<file path="src/core/nojg_pkg.sv">
`default_nettype none
package nojg_pkg;
   // Numeric field width on the shared output pins
   localparam int NUM_W = 16;
   localparam int JOG_AXES = 8;
   localparam int MODE_W = 3;
   // Register map (byte addresses on the Wishbone bus)
   localparam logic [3:0] ADR_PROG = 4'h0;
   localparam logic [3:0] ADR_LINE = 4'h4;
   localparam logic [3:0] ADR_OVRD = 4'h8;
   localparam logic [3:0] ADR_ERR = 4'hC;
   localparam logic [3:0] ADR_SPAN = 4'h1;
   localparam logic [3:0] ADR_JOG = 4'h2;
   localparam logic [3:0] ADR_STAT = 4'h3;
   localparam logic [31:0] RD_UNMAPPED = 32'h0000_0000;
   // Span field: start bit [3:0], end bit [7:4]
   localparam int SPAN_LO = 0;
   localparam int SPAN_HI = 4;
   localparam logic [7:0] SPAN_RST = 8'hF0;
   // Timing: controller waits before sampling the field
   localparam int SAMPLE_WAIT_MS = 30;
   localparam int CLK_HZ = 10_000_000;
   localparam int SAMPLE_WAIT_CYC = SAMPLE_WAIT_MS * (CLK_HZ / 1000);
   // Jog modes
   typedef enum logic [2:0] {
      NOJG_JOINT = 3'h0,
      NOJG_XYZ = 3'h1,
      NOJG_CYL = 3'h2,
      NOJG_XYZ3 = 3'h3,
      NOJG_TOOL = 3'h4
   } nojg_mode_e;
   // Source of numeric field
   typedef enum logic [1:0] {
      NOJG_SRC_PROG = 2'h0,
      NOJG_SRC_LINE = 2'h1,
      NOJG_SRC_ERR = 2'h3,
      NOJG_SRC_OVRD = 2'h2
   } nojg_src_e;
   // Request group from the controller
   typedef struct packed {
      logic prog;
      logic line;
      logic ovrd;
      logic err;
   } nojg_req_s;
   // In-progress status group
   typedef struct packed {
      logic prog;
      logic line;
      logic ovrd;
      logic err;
   } nojg_stat_s;
   // Per-axis jog drive
   typedef logic [JOG_AXES-1:0] nojg_axes_t;
endpackage
`default_nettype wire

</file>
<file path="src/core/nojg_sync.sv">
`default_nettype none
// Two-flop synchroniser for pin inputs; first stage feeds only the second
module nojg_sync #(
   parameter int W = 1
) (
   input wire logic clk_sys_i,
   input wire logic reset_i,
   input wire logic ce_i,
   input wire logic [W-1:0] d_i,
   output logic [W-1:0] q_o
);
   logic [W-1:0] meta_ff;
   logic [W-1:0] sync_ff;
   // Both stages advance only when enabled
   always_ff @(posedge clk_sys_i or posedge reset_i)
   begin
      if (reset_i)
      begin
         meta_ff <= '0;
         sync_ff <= '0;
      end
      else if (ce_i)
      begin
         meta_ff <= d_i;
         sync_ff <= meta_ff;
      end
   end
   assign q_o = sync_ff;
endmodule
`default_nettype wire

</file>
<file path="src/core/nojg_top.sv">
`default_nettype none
module nojg_top
   import nojg_pkg::*;
(
   input wire logic clk_sys_i,
   input wire logic reset_i,
   input wire logic ce_i,
   // Wishbone classic slave
   input wire logic wb_cyc_i,
   input wire logic wb_stb_i,
   input wire logic wb_we_i,
   input wire logic [3:0] wb_adr_i,
   input wire logic [3:0] wb_sel_i,
   input wire logic [31:0] wb_dat_i,
   output logic [31:0] wb_dat_o,
   output logic wb_ack_o,
   // Controller pins
   input wire nojg_pkg::nojg_req_s req_i,
   input wire logic jog_enable_level_i,
   input wire logic [MODE_W-1:0] jog_mode_sel_i,
   input wire nojg_pkg::nojg_axes_t jog_plus_i,
   output logic [NUM_W-1:0] numeric_io_field_o,
   output nojg_pkg::nojg_stat_s stat_o,
   output logic jog_active_o,
   output logic [MODE_W-1:0] jog_mode_o,
   output nojg_pkg::nojg_axes_t jog_axis_o
);
   import nojg_pkg::*;

   // Synchronised pin inputs
   nojg_req_s req_s;
   logic jog_en_s;
   logic [MODE_W-1:0] mode_s;
   nojg_axes_t plus_s;
   // Previous request levels for edge detection
   nojg_req_s req_prev_ff;
   nojg_req_s req_rise;
   // Span register and source selection
   logic [7:0] span_ff;
   nojg_src_e src_ff;
   nojg_src_e nxt_src;
   logic src_load;
   nojg_stat_s stat_ff;
   logic [NUM_W-1:0] field_ff;
   logic [NUM_W-1:0] mem_rdat;
   logic [1:0] mem_radr;
   logic load_pend_ff;
   // Bus signals
   logic wb_hit;
   logic wb_ack_ff;
   logic [31:0] wb_dat_ff;
   logic val_we;
   // Jog
   logic jog_active_ff;
   logic [MODE_W-1:0] mode_ff;
   nojg_axes_t axis_ff;

   // Shift a value to the start bit, then mask it to the configured bit span
   function automatic logic [NUM_W-1:0] span_place(
      input logic [NUM_W-1:0] v,
      input logic [7:0] sp
   );
      logic [3:0] lo;
      logic [3:0] hi;
      logic [NUM_W-1:0] m;
      lo = sp[SPAN_LO +: 4];
      hi = sp[SPAN_HI +: 4];
      m = '0;
      for (int i = 0; i < NUM_W; i++)
      begin
         if (i >= int'(lo) && i <= int'(hi))
         begin
            m[i] = 1'b1;
         end
      end
      // Bits above the span width are lost; accuracy not kept
      span_place = (v << lo) & m;
   endfunction

   // Axis count allowed by a mode; unknown modes drive nothing
   function automatic logic [3:0] axis_count(input logic [MODE_W-1:0] md);
      case (md)
         NOJG_JOINT: axis_count = 4'h8;
         NOJG_XYZ: axis_count = 4'h8;
         NOJG_CYL: axis_count = 4'h8;
         NOJG_XYZ3: axis_count = 4'h6;
         NOJG_TOOL: axis_count = 4'h6;
         default: axis_count = 4'h0;
      endcase
   endfunction

   // Pins cross into the clock domain through two flops
   nojg_sync #(.W(4 + 1 + MODE_W + JOG_AXES)) u_sync (
      .clk_sys_i(clk_sys_i),
      .reset_i(reset_i),
      .ce_i(ce_i),
      .d_i({req_i, jog_enable_level_i, jog_mode_sel_i, jog_plus_i}),
      .q_o({req_s, jog_en_s, mode_s, plus_s})
   );

   // Value store: program, line, override, error words
   assign val_we = wb_hit && wb_we_i && wb_adr_i[1:0] == 2'h0
      && wb_sel_i[0] && wb_sel_i[1];
   nojg_valmem u_mem (
      .clk_sys_i(clk_sys_i),
      .reset_i(reset_i),
      .ce_i(ce_i),
      .we_i(val_we),
      .wadr_i(wb_adr_i[3:2]),
      .wdat_i(wb_dat_i[NUM_W-1:0]),
      .radr_i(mem_radr),
      .rdat_o(mem_rdat)
   );
   assign mem_radr = src_ff;

   // Remember last request levels
   always_ff @(posedge clk_sys_i or posedge reset_i)
   begin
      if (reset_i)
      begin
         req_prev_ff <= '0;
      end
      else if (ce_i)
      begin
         req_prev_ff <= req_s;
      end
   end
   // Rising transitions only; a held request does not retrigger
   assign req_rise = req_s & ~req_prev_ff;

   // Pick a new source; lowest-numbered request wins on a tie
   always_comb
   begin
      nxt_src = src_ff;
      src_load = 1'b1;
      if (req_rise.prog)
      begin
         nxt_src = NOJG_SRC_PROG;
      end
      else if (req_rise.line)
      begin
         nxt_src = NOJG_SRC_LINE;
      end
      else if (req_rise.ovrd)
      begin
         nxt_src = NOJG_SRC_OVRD;
      end
      else if (req_rise.err)
      begin
         nxt_src = NOJG_SRC_ERR;
      end
      else
      begin
         src_load = 1'b0;
      end
   end

   // Source and in-progress status update together
   always_ff @(posedge clk_sys_i or posedge reset_i)
   begin
      if (reset_i)
      begin
         src_ff <= NOJG_SRC_PROG;
         stat_ff <= '0;
      end
      else if (ce_i && src_load)
      begin
         src_ff <= nxt_src;
         stat_ff.prog <= nxt_src == NOJG_SRC_PROG;
         stat_ff.line <= nxt_src == NOJG_SRC_LINE;
         stat_ff.ovrd <= nxt_src == NOJG_SRC_OVRD;
         stat_ff.err <= nxt_src == NOJG_SRC_ERR;
      end
   end

   // Once a request has set a status, the field follows the stored value; refreshed each cycle so a
   // changing line or error number stays current
   always_ff @(posedge clk_sys_i or posedge reset_i)
   begin
      if (reset_i)
      begin
         field_ff <= '0;
         load_pend_ff <= 1'b0;
      end
      else if (ce_i)
      begin
         load_pend_ff <= |stat_ff;
         if (load_pend_ff)
         begin
            field_ff <= span_place(mem_rdat, span_ff);
         end
      end
   end

   // Jog: drive axes only while the enable is held
   always_ff @(posedge clk_sys_i or posedge reset_i)
   begin
      if (reset_i)
      begin
         jog_active_ff <= 1'b0;
         mode_ff <= NOJG_JOINT;
         axis_ff <= '0;
      end
      else if (ce_i)
      begin
         jog_active_ff <= jog_en_s;
         mode_ff <= mode_s;
         for (int i = 0; i < JOG_AXES; i++)
         begin
            axis_ff[i] <= jog_en_s && plus_s[i]
               && (i < int'(axis_count(mode_s)));
         end
      end
   end

   // Wishbone decode: span, jog readback, status; value word reads return RD_UNMAPPED
   assign wb_hit = wb_cyc_i && wb_stb_i && !wb_ack_ff;
   always_ff @(posedge clk_sys_i or posedge reset_i)
   begin
      if (reset_i)
      begin
         wb_ack_ff <= 1'b0;
         wb_dat_ff <= RD_UNMAPPED;
         span_ff <= SPAN_RST;
      end
      else if (ce_i)
      begin
         wb_ack_ff <= wb_hit;
         if (wb_hit && wb_we_i && wb_adr_i == ADR_SPAN && wb_sel_i[0])
         begin
            span_ff <= wb_dat_i[7:0];
         end
         case (wb_adr_i)
            ADR_SPAN: wb_dat_ff <= {24'h00_0000, span_ff};
            ADR_JOG: wb_dat_ff <= {20'h0_0000, jog_active_ff,
               mode_ff, axis_ff};
            ADR_STAT: wb_dat_ff <= {28'h000_0000, stat_ff};
            default: wb_dat_ff <= RD_UNMAPPED;
         endcase
      end
   end

   assign wb_ack_o = wb_ack_ff;
   assign wb_dat_o = wb_dat_ff;
   assign numeric_io_field_o = field_ff;
   assign stat_o = stat_ff;
   assign jog_active_o = jog_active_ff;
   assign jog_mode_o = mode_ff;
   assign jog_axis_o = axis_ff;

   // Checks
   AST_PROG_FLAG: assert property (@(posedge clk_sys_i) disable iff
      (reset_i) ce_i && req_rise.prog |=> stat_o.prog)
      else $error("program status missing");
   AST_LINE_FLAG: assert property (@(posedge clk_sys_i) disable iff
      (reset_i) ce_i && req_rise.line && !req_rise.prog
      |=> stat_o.line && !stat_o.err)
      else $error("line status wrong");
   AST_OVRD_FLAG: assert property (@(posedge clk_sys_i) disable iff
      (reset_i) ce_i && req_rise.ovrd && !req_rise.prog && !req_rise.line
      |=> stat_o.ovrd)
      else $error("override status missing");
   AST_ERR_FLAG: assert property (@(posedge clk_sys_i) disable iff
      (reset_i) ce_i && req_rise.err && req_rise == 4'h1
      |=> stat_o.err)
      else $error("error status missing");
   AST_ONEHOT: assert property (@(posedge clk_sys_i) disable iff
      (reset_i) $onehot0(stat_o))
      else $error("more than one status");
   AST_HOLD: assert property (@(posedge clk_sys_i) disable iff
      (reset_i) ce_i && req_prev_ff == req_s |=> $stable(stat_o))
      else $error("held request retriggered");
   AST_JOG_STOP: assert property (@(posedge clk_sys_i) disable iff
      (reset_i) ce_i && !jog_en_s |=> jog_axis_o == '0 && !jog_active_o)
      else $error("jog output without enable");
   AST_AXIS6: assert property (@(posedge clk_sys_i) disable iff
      (reset_i) ce_i && mode_s == NOJG_TOOL |=> jog_axis_o[7:6] == 2'h0)
      else $error("tool mode drove extra axis");
   AST_ACK_ONE: assert property (@(posedge clk_sys_i) disable iff
      (reset_i) wb_ack_o |=> !wb_ack_o)
      else $error("ack longer than one cycle");
   COV_PROG: cover property (@(posedge clk_sys_i) req_rise.prog);
   COV_ERR: cover property (@(posedge clk_sys_i) stat_o.err);
   COV_JOG: cover property (@(posedge clk_sys_i) jog_active_o
      && jog_axis_o != '0);
endmodule
`default_nettype wire

</file>
<file path="src/core/nojg_valmem.sv">
`default_nettype none
// Four-word value store; read data leaves a register
module nojg_valmem
   import nojg_pkg::*;
(
   input wire logic clk_sys_i,
   input wire logic reset_i,
   input wire logic ce_i,
   input wire logic we_i,
   input wire logic [1:0] wadr_i,
   input wire logic [NUM_W-1:0] wdat_i,
   input wire logic [1:0] radr_i,
   output logic [NUM_W-1:0] rdat_o
);
   logic [NUM_W-1:0] mem_ff [4];
   logic [NUM_W-1:0] rdat_ff;
   // Write port
   always_ff @(posedge clk_sys_i or posedge reset_i)
   begin
      if (reset_i)
      begin
         for (int i = 0; i < 4; i++)
         begin
            mem_ff[i] <= '0;
         end
      end
      else if (ce_i && we_i)
      begin
         mem_ff[wadr_i] <= wdat_i;
      end
   end
   // Registered read port
   always_ff @(posedge clk_sys_i or posedge reset_i)
   begin
      if (reset_i)
      begin
         rdat_ff <= '0;
      end
      else if (ce_i)
      begin
         rdat_ff <= mem_ff[radr_i];
      end
   end
   assign rdat_o = rdat_ff;
endmodule
`default_nettype wire

</file>
<file path="config.mk">
export PLATFORM = sky130hd
export DESIGN_NAME = nojg_top
export DESIGN_NICKNAME = d
export VERILOG_FILES = /design/src/core/nojg_pkg.sv /design/src/core/nojg_sync.sv /design/src/core/nojg_top.sv /design/src/core/nojg_valmem.sv
export SDC_FILE = /design/constraint.sdc
export NUM_CORES = 1
export LEC_CHECK = 0
export ABC_AREA = 1
export BUFFER_PORTS_ARGS = -buffer_cell sky130_fd_sc_hd__buf_4
export CAP_MARGIN = 20
export CORE_UTILIZATION = 50
export CTS_CLUSTER_DIAMETER = 40
export DETAILED_ROUTE_END_ITERATION = 8
export PLACE_DENSITY = 0.72
export REMOVE_ABC_BUFFERS = 1
export SLEW_MARGIN = 30
export SYNTH_ARGS = -nofsm -noshare
export SYNTH_HDL_FRONTEND = slang
export SYNTH_SLANG_ARGS = --single-unit
</file>
<file path="constraint.sdc">
create_clock -name clk_sys_i -period 5.9 [get_ports clk_sys_i]
set_clock_uncertainty 0.2 [all_clocks]
set_input_delay 0.295 -clock clk_sys_i [delete_from_list [all_inputs] [get_ports clk_sys_i]]
set_output_delay 0.295 -clock clk_sys_i [all_outputs]
set_load 0.02 [all_outputs]
</file>
-- Word level (Yosys, flattened, before mapping)
Cells that the tools add are included.
- register bits: 192
- bits of input ports: 62
- output and inout bits: 65
- word-level logic and storage cells: 196
- order comparisons: 41
- equal/unequal tests: 10
- shift-type cells: 1
- mux-type cells: 65
- bitwise operators: 5
- reductions and logical operators: 50
- operators with widths (operator ; number):
    $bwmux W64 ; 1
    $mux W1 ; 52
    $mux W16 ; 3
    $logic_and A1 B1 Y1 ; 41
    $pmux W12 S3 ; 1
    $bmux W16 S2 ; 1
    $demux W16 S2 ; 1
    $le A4 B4 Y1 const A ; 8
    $ge A4 B4 Y1 const A ; 7
    $and A16 B16 Y16 ; 1
    $ge A3 B4 Y1 const A ; 4
    $le A3 B4 Y1 const A ; 4
    $lt A3 B4 Y1 const A ; 4
    $shl A16 B4 Y16 ; 1
    $eq A4 B2 Y1 const B ; 2
    $ge A1 B4 Y1 const A ; 2
    $ge A2 B4 Y1 const A ; 2
    $le A2 B4 Y1 const A ; 2
    $lt A1 B4 Y1 const A ; 2
    $lt A2 B4 Y1 const A ; 2
    $mux W2 ; 4
    $pmux W4 S2 ; 1
    $eq A3 B2 Y1 const B ; 2
    $ge A3 B3 Y1 const B ; 2
    other kinds (18) ; 22

-- Depth between registers and ports, before layout
- depth in word-level cells: 7
- mapped depth: 10
- gate-level depth less buffers: 9

-- By module
Synthesis repeated with hierarchy kept, for this count alone.
- cell total of the unflattened synthesis: 1105
- area, all modules: 8735.9 µm²
- by module, submodules not included (module ; instances ; cells each ; area an instance (µm²) ; sequential area each (µm²)):
    nojg_valmem ; 1 ; 487 ; 3993.8 ; 2001.9
    nojg_top ; 1 ; 481 ; 3463.3 ; 1506.4
    nojg_sync ; 1 ; 137 ; 1278.7 ; 800.8

-- Worst setup path after synthesis
No wires, ideal clock.
- path type: reg2reg
- start point: reg wb_ack_ff (netlist: wb_ack_o)
- end point: reg u_mem.mem_ff[3] (netlist bit)
- library setup time: 127 ps
- arrival: 1327 ps
- required time: 5573 ps
- path slack: 4246 ps
- stages on the path, launching flop included: 7
- path buffers: 1
- period minus slack after synthesis: 1654 ps
- path through: dfrtp_1 > nand3b_1 > nor2_4 > nand4_4 > buf_2 > nand2_1 > o21ai_0
- longest elaborated chain between the ends: 7
- ends and longest elaborated chain (element ; line ; text):
    start, declared ; nojg_top.sv:50 ; logic wb_ack_ff;
    start signal, assigned ; nojg_top.sv:228 ; wb_ack_ff <= wb_hit;
    $logic_not A1 Y1 ; nojg_top.sv:217 ; assign wb_hit = wb_cyc_i && wb_stb_i && !wb_ack_ff;
    $logic_and A1 B1 Y1 ; nojg_top.sv:217 ;
    $logic_and A1 B1 Y1 (2 in a row) ; nojg_top.sv:102 ; assign val_we = wb_hit && wb_we_i && wb_adr_i[1:0] == 2'h0
    $logic_and A1 B1 Y1 (2 in a row) ; nojg_top.sv:103 ; && wb_sel_i[0] && wb_sel_i[1];
    $logic_and A1 B1 Y1 ; nojg_valmem.sv:27 ; else if (ce_i && we_i)
    end signal, assigned by index ; nojg_valmem.sv:29 ; mem_ff[wadr_i] <= wdat_i;
    end, declared ; nojg_valmem.sv:15 ; logic [NUM_W-1:0] mem_ff [4];
Every way passes these cells.
A chain may end at the register's enable or synchronous reset.

-- Worst setup path after layout
- start point: reg span_ff[0]
- end point: reg field_ff[9] (netlist: numeric_io_field_o[9])
- longest elaborated chain between the ends: 6
- elaborated cells on any way between the ends: 7
- classes of those cells: order compare: 1; shift: 1; mux: 3; bitwise: 1; reduce/logical: 1
- ends and longest elaborated chain (element ; line ; text):
    start, declared ; nojg_top.sv:39 ; logic [7:0] span_ff;
    start signal, assigned ; nojg_top.sv:231 ; span_ff <= wb_dat_i[7:0];
    $ge A4 B4 Y1 ; nojg_top.sv:71 ; if (i >= int'(lo) && i <= int'(hi))
    $logic_and A1 B1 Y1 ; nojg_top.sv:71 ;
    $mux W1 ; nojg_top.sv:71 ;
    $mux W1 ; nojg_top.sv:188 ; if (load_pend_ff)
    $mux W1 ; nojg_top.sv:185 ; else if (ce_i)
    $and A16 B16 Y16 * ; nojg_top.sv:77 ; span_place = (v << lo) & m;
    end signal, assigned ; nojg_top.sv:190 ; field_ff <= span_place(mem_rdat, span_ff);
    end, declared ; nojg_top.sv:44 ; logic [NUM_W-1:0] field_ff;
Mark *: on every way between the ends. The rest lies on a longest branch, timed or not. The select of a mux whose other input is x is not followed.

==> summary.txt <==
Outcome
  • Outcome: finished, final reports clean

Die
  • Die Y: 128.8 um
  • Top-level I/O count: 127
  • Row count: 45
  • Die Footprint: 0.01659 mm2
  • Core Footprint: 0.01543 mm2
  • Die W: 128.8 um
  • Initial Utilization: 52.12%

GRT
  • First-pass GRT wire length: 30440 um
  • GRT Residual Overflow: 0
  • Total track usage: 23.72%
  • Initial antenna violation count: 0
  • Vias in the first global route: 6241
  • Largest net degree at the start of global routing: 107

STA
  • RSZ-0062 raised after global routing: no
  • Slew headroom: 43.57%
  • Final Hold Fails: 0
  • Worst Tran Pin Value: 846.4 ps
  • Share of the clock period used by the worst path: 44.92%
  • Max Clk Rate: 377.4 MHz
  • Post-Route Setup TNS: 0 ps
  • Fin. max-slew vios: 0
  • # setup viols final: 0
  • Min Tclk post-route: 2650 ps

Power and ir drop
  • Switching share of total power: 30.25%
  • Max VDD drop: 0.0002324 V
  • Comb power frac: 19.4%
  • Clock power share: 37.1%
  • Power per cell area: 334.1 mW/mm2
  • Cell internal pwr: 0.002234 W
  • Seq pwr share: 43.5%
  • P_sw: 0.0009688 W
  • Leakage: 4.769 nW

Routing
  • Total wire length: 18370 um
  • DR WL met2: 8688 um
  • Initial drt markers: 627
  • DRT antenna net count: 0
  • Avg Vias per Cell: 5.215
  • Met1 WL: 8523 um
  • First drt pass iteration count: 5
  • Routed length per instance: 14.14 um
  • # DRC: 0
  • Top Layer Used: met4
  • Via count: 6774
  • WL met3: 833 um

Critical path
  • Worst setup path start: span_ff[0]
  • CP Launch Type: flop
  • CP bufs+invs: 1
  • Critical path's largest stage delay: 810 ps
  • Slowest-stage cell, CP: dfrtp_1
  • Crit path max-delay family: flip-flops
  • CP Data Required Time: 6010 ps
  • Crit-path max FO: 21
  • Critical Path Sink Type: flop
  • CP most frequent cell: nand2_1
  • Critical R2R Launch: span_ff[0]
  • Setup CP Type: reg2reg
  • CP Data Arrival Time: 2760 ps
  • Cell Chain, Critical Path: clkinv_1, nand2_1, nand3_1, nand3_1, nand2_1, o21ai_0, nand2_1

Placement
  • IO buf count: 88
  • HPWL Detailed: 11440 um
  • Dpl cell area: 0.008660 mm2
  • GP Congestion: 0.8482

CTS
  • Postcts setup bufs: 0
  • Worst-path clk slew: 60 ps
  • H-Tree Depth: 4
  • CTS max path bufs: 2
  • CTS tree: yes
  • Clock sinks: 172
  • Worst skew pair latency: 430 ps
  • CTS buffer count: 17
  • Clk Tree Root Cell: clkbuf_16

Final layout
  • Ratio of cells with drive above 1 in the final layout: 13.33%
  • Final #Nets: 1137
  • Diodes inserted: 0
  • Layout Utilization: 62.14%
  • Fin area: 0.009587 mm2
  • Layout area overhead: 19.22%

Synth
  • Total of warnings raised by yosys: 0
  • Mapped Cells: 986
  • #FFs+latches synth: 172
  • Sequential area share after synthesis: 53.59%
  • Syn_area_per_cell: 8.156 um2
  • Mapped Area: 0.008041 mm2
  • Synth cell types: 35

Worst hold path
  • Hold Crit Start: wb_dat_i[7]
  • Hold Crit Class: in2reg

Flow run
  • Max cap viols: 0
==> worst register-to-register path, cell delays in order, from the launching register on <==
cell and delay, ps:
dfrtp_1 810, clkinv_1 660, nand2_1 230, nand3_1 110, nand3_1 150, nand2_1 70, o21ai_0 230, nand2_1 70
==> cell usage in the layout, fill, tap and decap left out, types with 6 or more instances in the layout <==
cell type	synthesis	final
buf_4	21	92
o31ai_1	6	6
nand3_1	52	52
o21ai_1	23	23
o22ai_1	8	8
o21ai_0	111	111
o21ai_2	8	8
a31oi_1	16	16
nand2_1	329	329
a21oi_1	8	8
inv_1	64	62
conb_1	1	20
nor2_1	82	82
dfrtp_1	168	168
clkbuf_16	0	17
dlygate4sd3_1	0	30
nand4_1	6	6
==> metal layers <==
layer,GRT usage (%),vias to the layer above
li1,-,3332
met1,32.71,3248
met2,37.33,167
met3,4.948,27
met4,8.374,0
met5,0,-
==> through the flow <==
stage / std cells / power, W / hold WS [ps] / setup slack [ps]
5_1_grt: 1299 / 0.003364 / 16.79 / 2988
3_3_place_gp: 1237 / 0.001998 / 253.6 / 3322
6_report: 1299 / 0.003202 / 12.34 / 3250
2_1_floorplan: 934 / 0.001786 / 198.1 / 751.5
4_1_cts: 1299 / 0.003209 / 4.462 / 3285
3_5_place_dp: 1237 / 0.002010 / 259.2 / 3288
==> synth_stat cells <==
cell / number / area share [%]
clkbuf_1: 23 / 1.1
a31oi_1: 16 / 1.2
a21boi_0: 1 / 0.093
nor3b_4: 1 / 0.23
nor4_1: 1 / 0.078
buf_6: 6 / 0.84
o2111ai_1: 1 / 0.11
nand4_4: 2 / 0.53
nand4_1: 6 / 0.47
conb_1: 1 / 0.047
buf_2: 18 / 1.1
nand2_1: 329 / 15
nor2_4: 2 / 0.28
inv_2: 1 / 0.047
dfrtp_1: 168 / 52
o21ai_2: 8 / 0.87
o32ai_1: 5 / 0.54
a21oi_1: 8 / 0.50
nand3_2: 3 / 0.37
nand3_1: 52 / 3.2
nor2_1: 82 / 3.8
nor3_1: 3 / 0.19
nor3_4: 1 / 0.20
inv_1: 64 / 3.0
buf_1: 3 / 0.14
o211ai_1: 1 / 0.093
nand3b_1: 2 / 0.19
o31ai_1: 6 / 0.56
nand2_2: 1 / 0.078
o21ai_0: 111 / 6.9
clkinv_1: 4 / 0.19
o21ai_1: 23 / 1.4
dfstp_2: 4 / 1.3
buf_4: 21 / 2.0
o22ai_1: 8 / 0.62
==> path summary, 6_finish.rpt <==
| kind | endpoint | slack [ps] | cells past startpoint |
|---|---|---|---|
| hold reg to reg | u_sync.meta_ff[12] | 270 | 2 |
| hold / removal | span_ff[7] | 10 | 3 |
| setup / recovery | numeric_io_field_o[9] | 3250 | 7 |
| max in group asynchronous | numeric_io_field_o[4] | 3860 | 4 |
| min in group asynchronous | u_sync.meta_ff[13] | 330 | 3 |
| setup reg to reg | numeric_io_field_o[9] | 3250 | 7 |
==> power by group through the flow <==
stage	clock network, W	registers, W	logic, W
finish	0.00119	0.00139	0.000623
global route	0.00125	0.00141	0.000709
CTS	0.00120	0.00139	0.000621
detailed placement	0	0.00141	0.000601
global placement	0	0.00141	0.000592
floorplan	0	0.00142	0.000365
==> area by class of cell <==
| class | count | area, um2 |
|---|---|---|
| Fill cell | 1428 | 5841 |
| Sequential cell | 172 | 4309 |
| Multi-Input combinational cell | 693 | 3132 |
| Timing Repair Buffer | 122 | 991.0 |
| Clock buffer | 22 | 464.2 |
| Inverter | 69 | 266.5 |
| Tap cell | 211 | 264.0 |
| Clock inverter | 10 | 160.2 |
==> what timing repair did <==
| action | CTS | global route |
|---|---|---|
| endpoints found under the setup margin | 0 | 0 |
| gates resized for setup | 0 | 0 |
| hold endpoints to repair | 154 | 0 |
| hold buffers | 30 | 0 |
==> sequential cells by signal, indices dropped and copies added, names as in the netlist <==
| signal | count |
|---|---|
| u_mem.mem_ff | 64 |
| jog_axis_o | 8 |
| wb_ack_o | 1 |
| u_sync.q_o | 16 |
| span_ff | 8 |
| jog_active_o | 1 |
| load_pend_ff | 1 |
| wb_dat_o | 12 |
| mem_radr | 2 |
| u_mem.rdat_o | 16 |
| jog_mode_o | 3 |
| u_sync.meta_ff | 16 |
| req_prev_ff | 4 |
| stat_o | 4 |
| numeric_io_field_o | 16 |
==> logic make-up (layout without fill, tap and decap cells) <==
group,Yosys count,count (layout),share of synthesized area (%)
other,1,20,0.04663
and+or+nand+nor,485,485,25.04
AOI/OAI and AO/OA,188,188,12.98
DFF,172,172,53.59
buffers and inverters,140,223,8.355
Note: power is estimated with default switching activity, not from simulation.
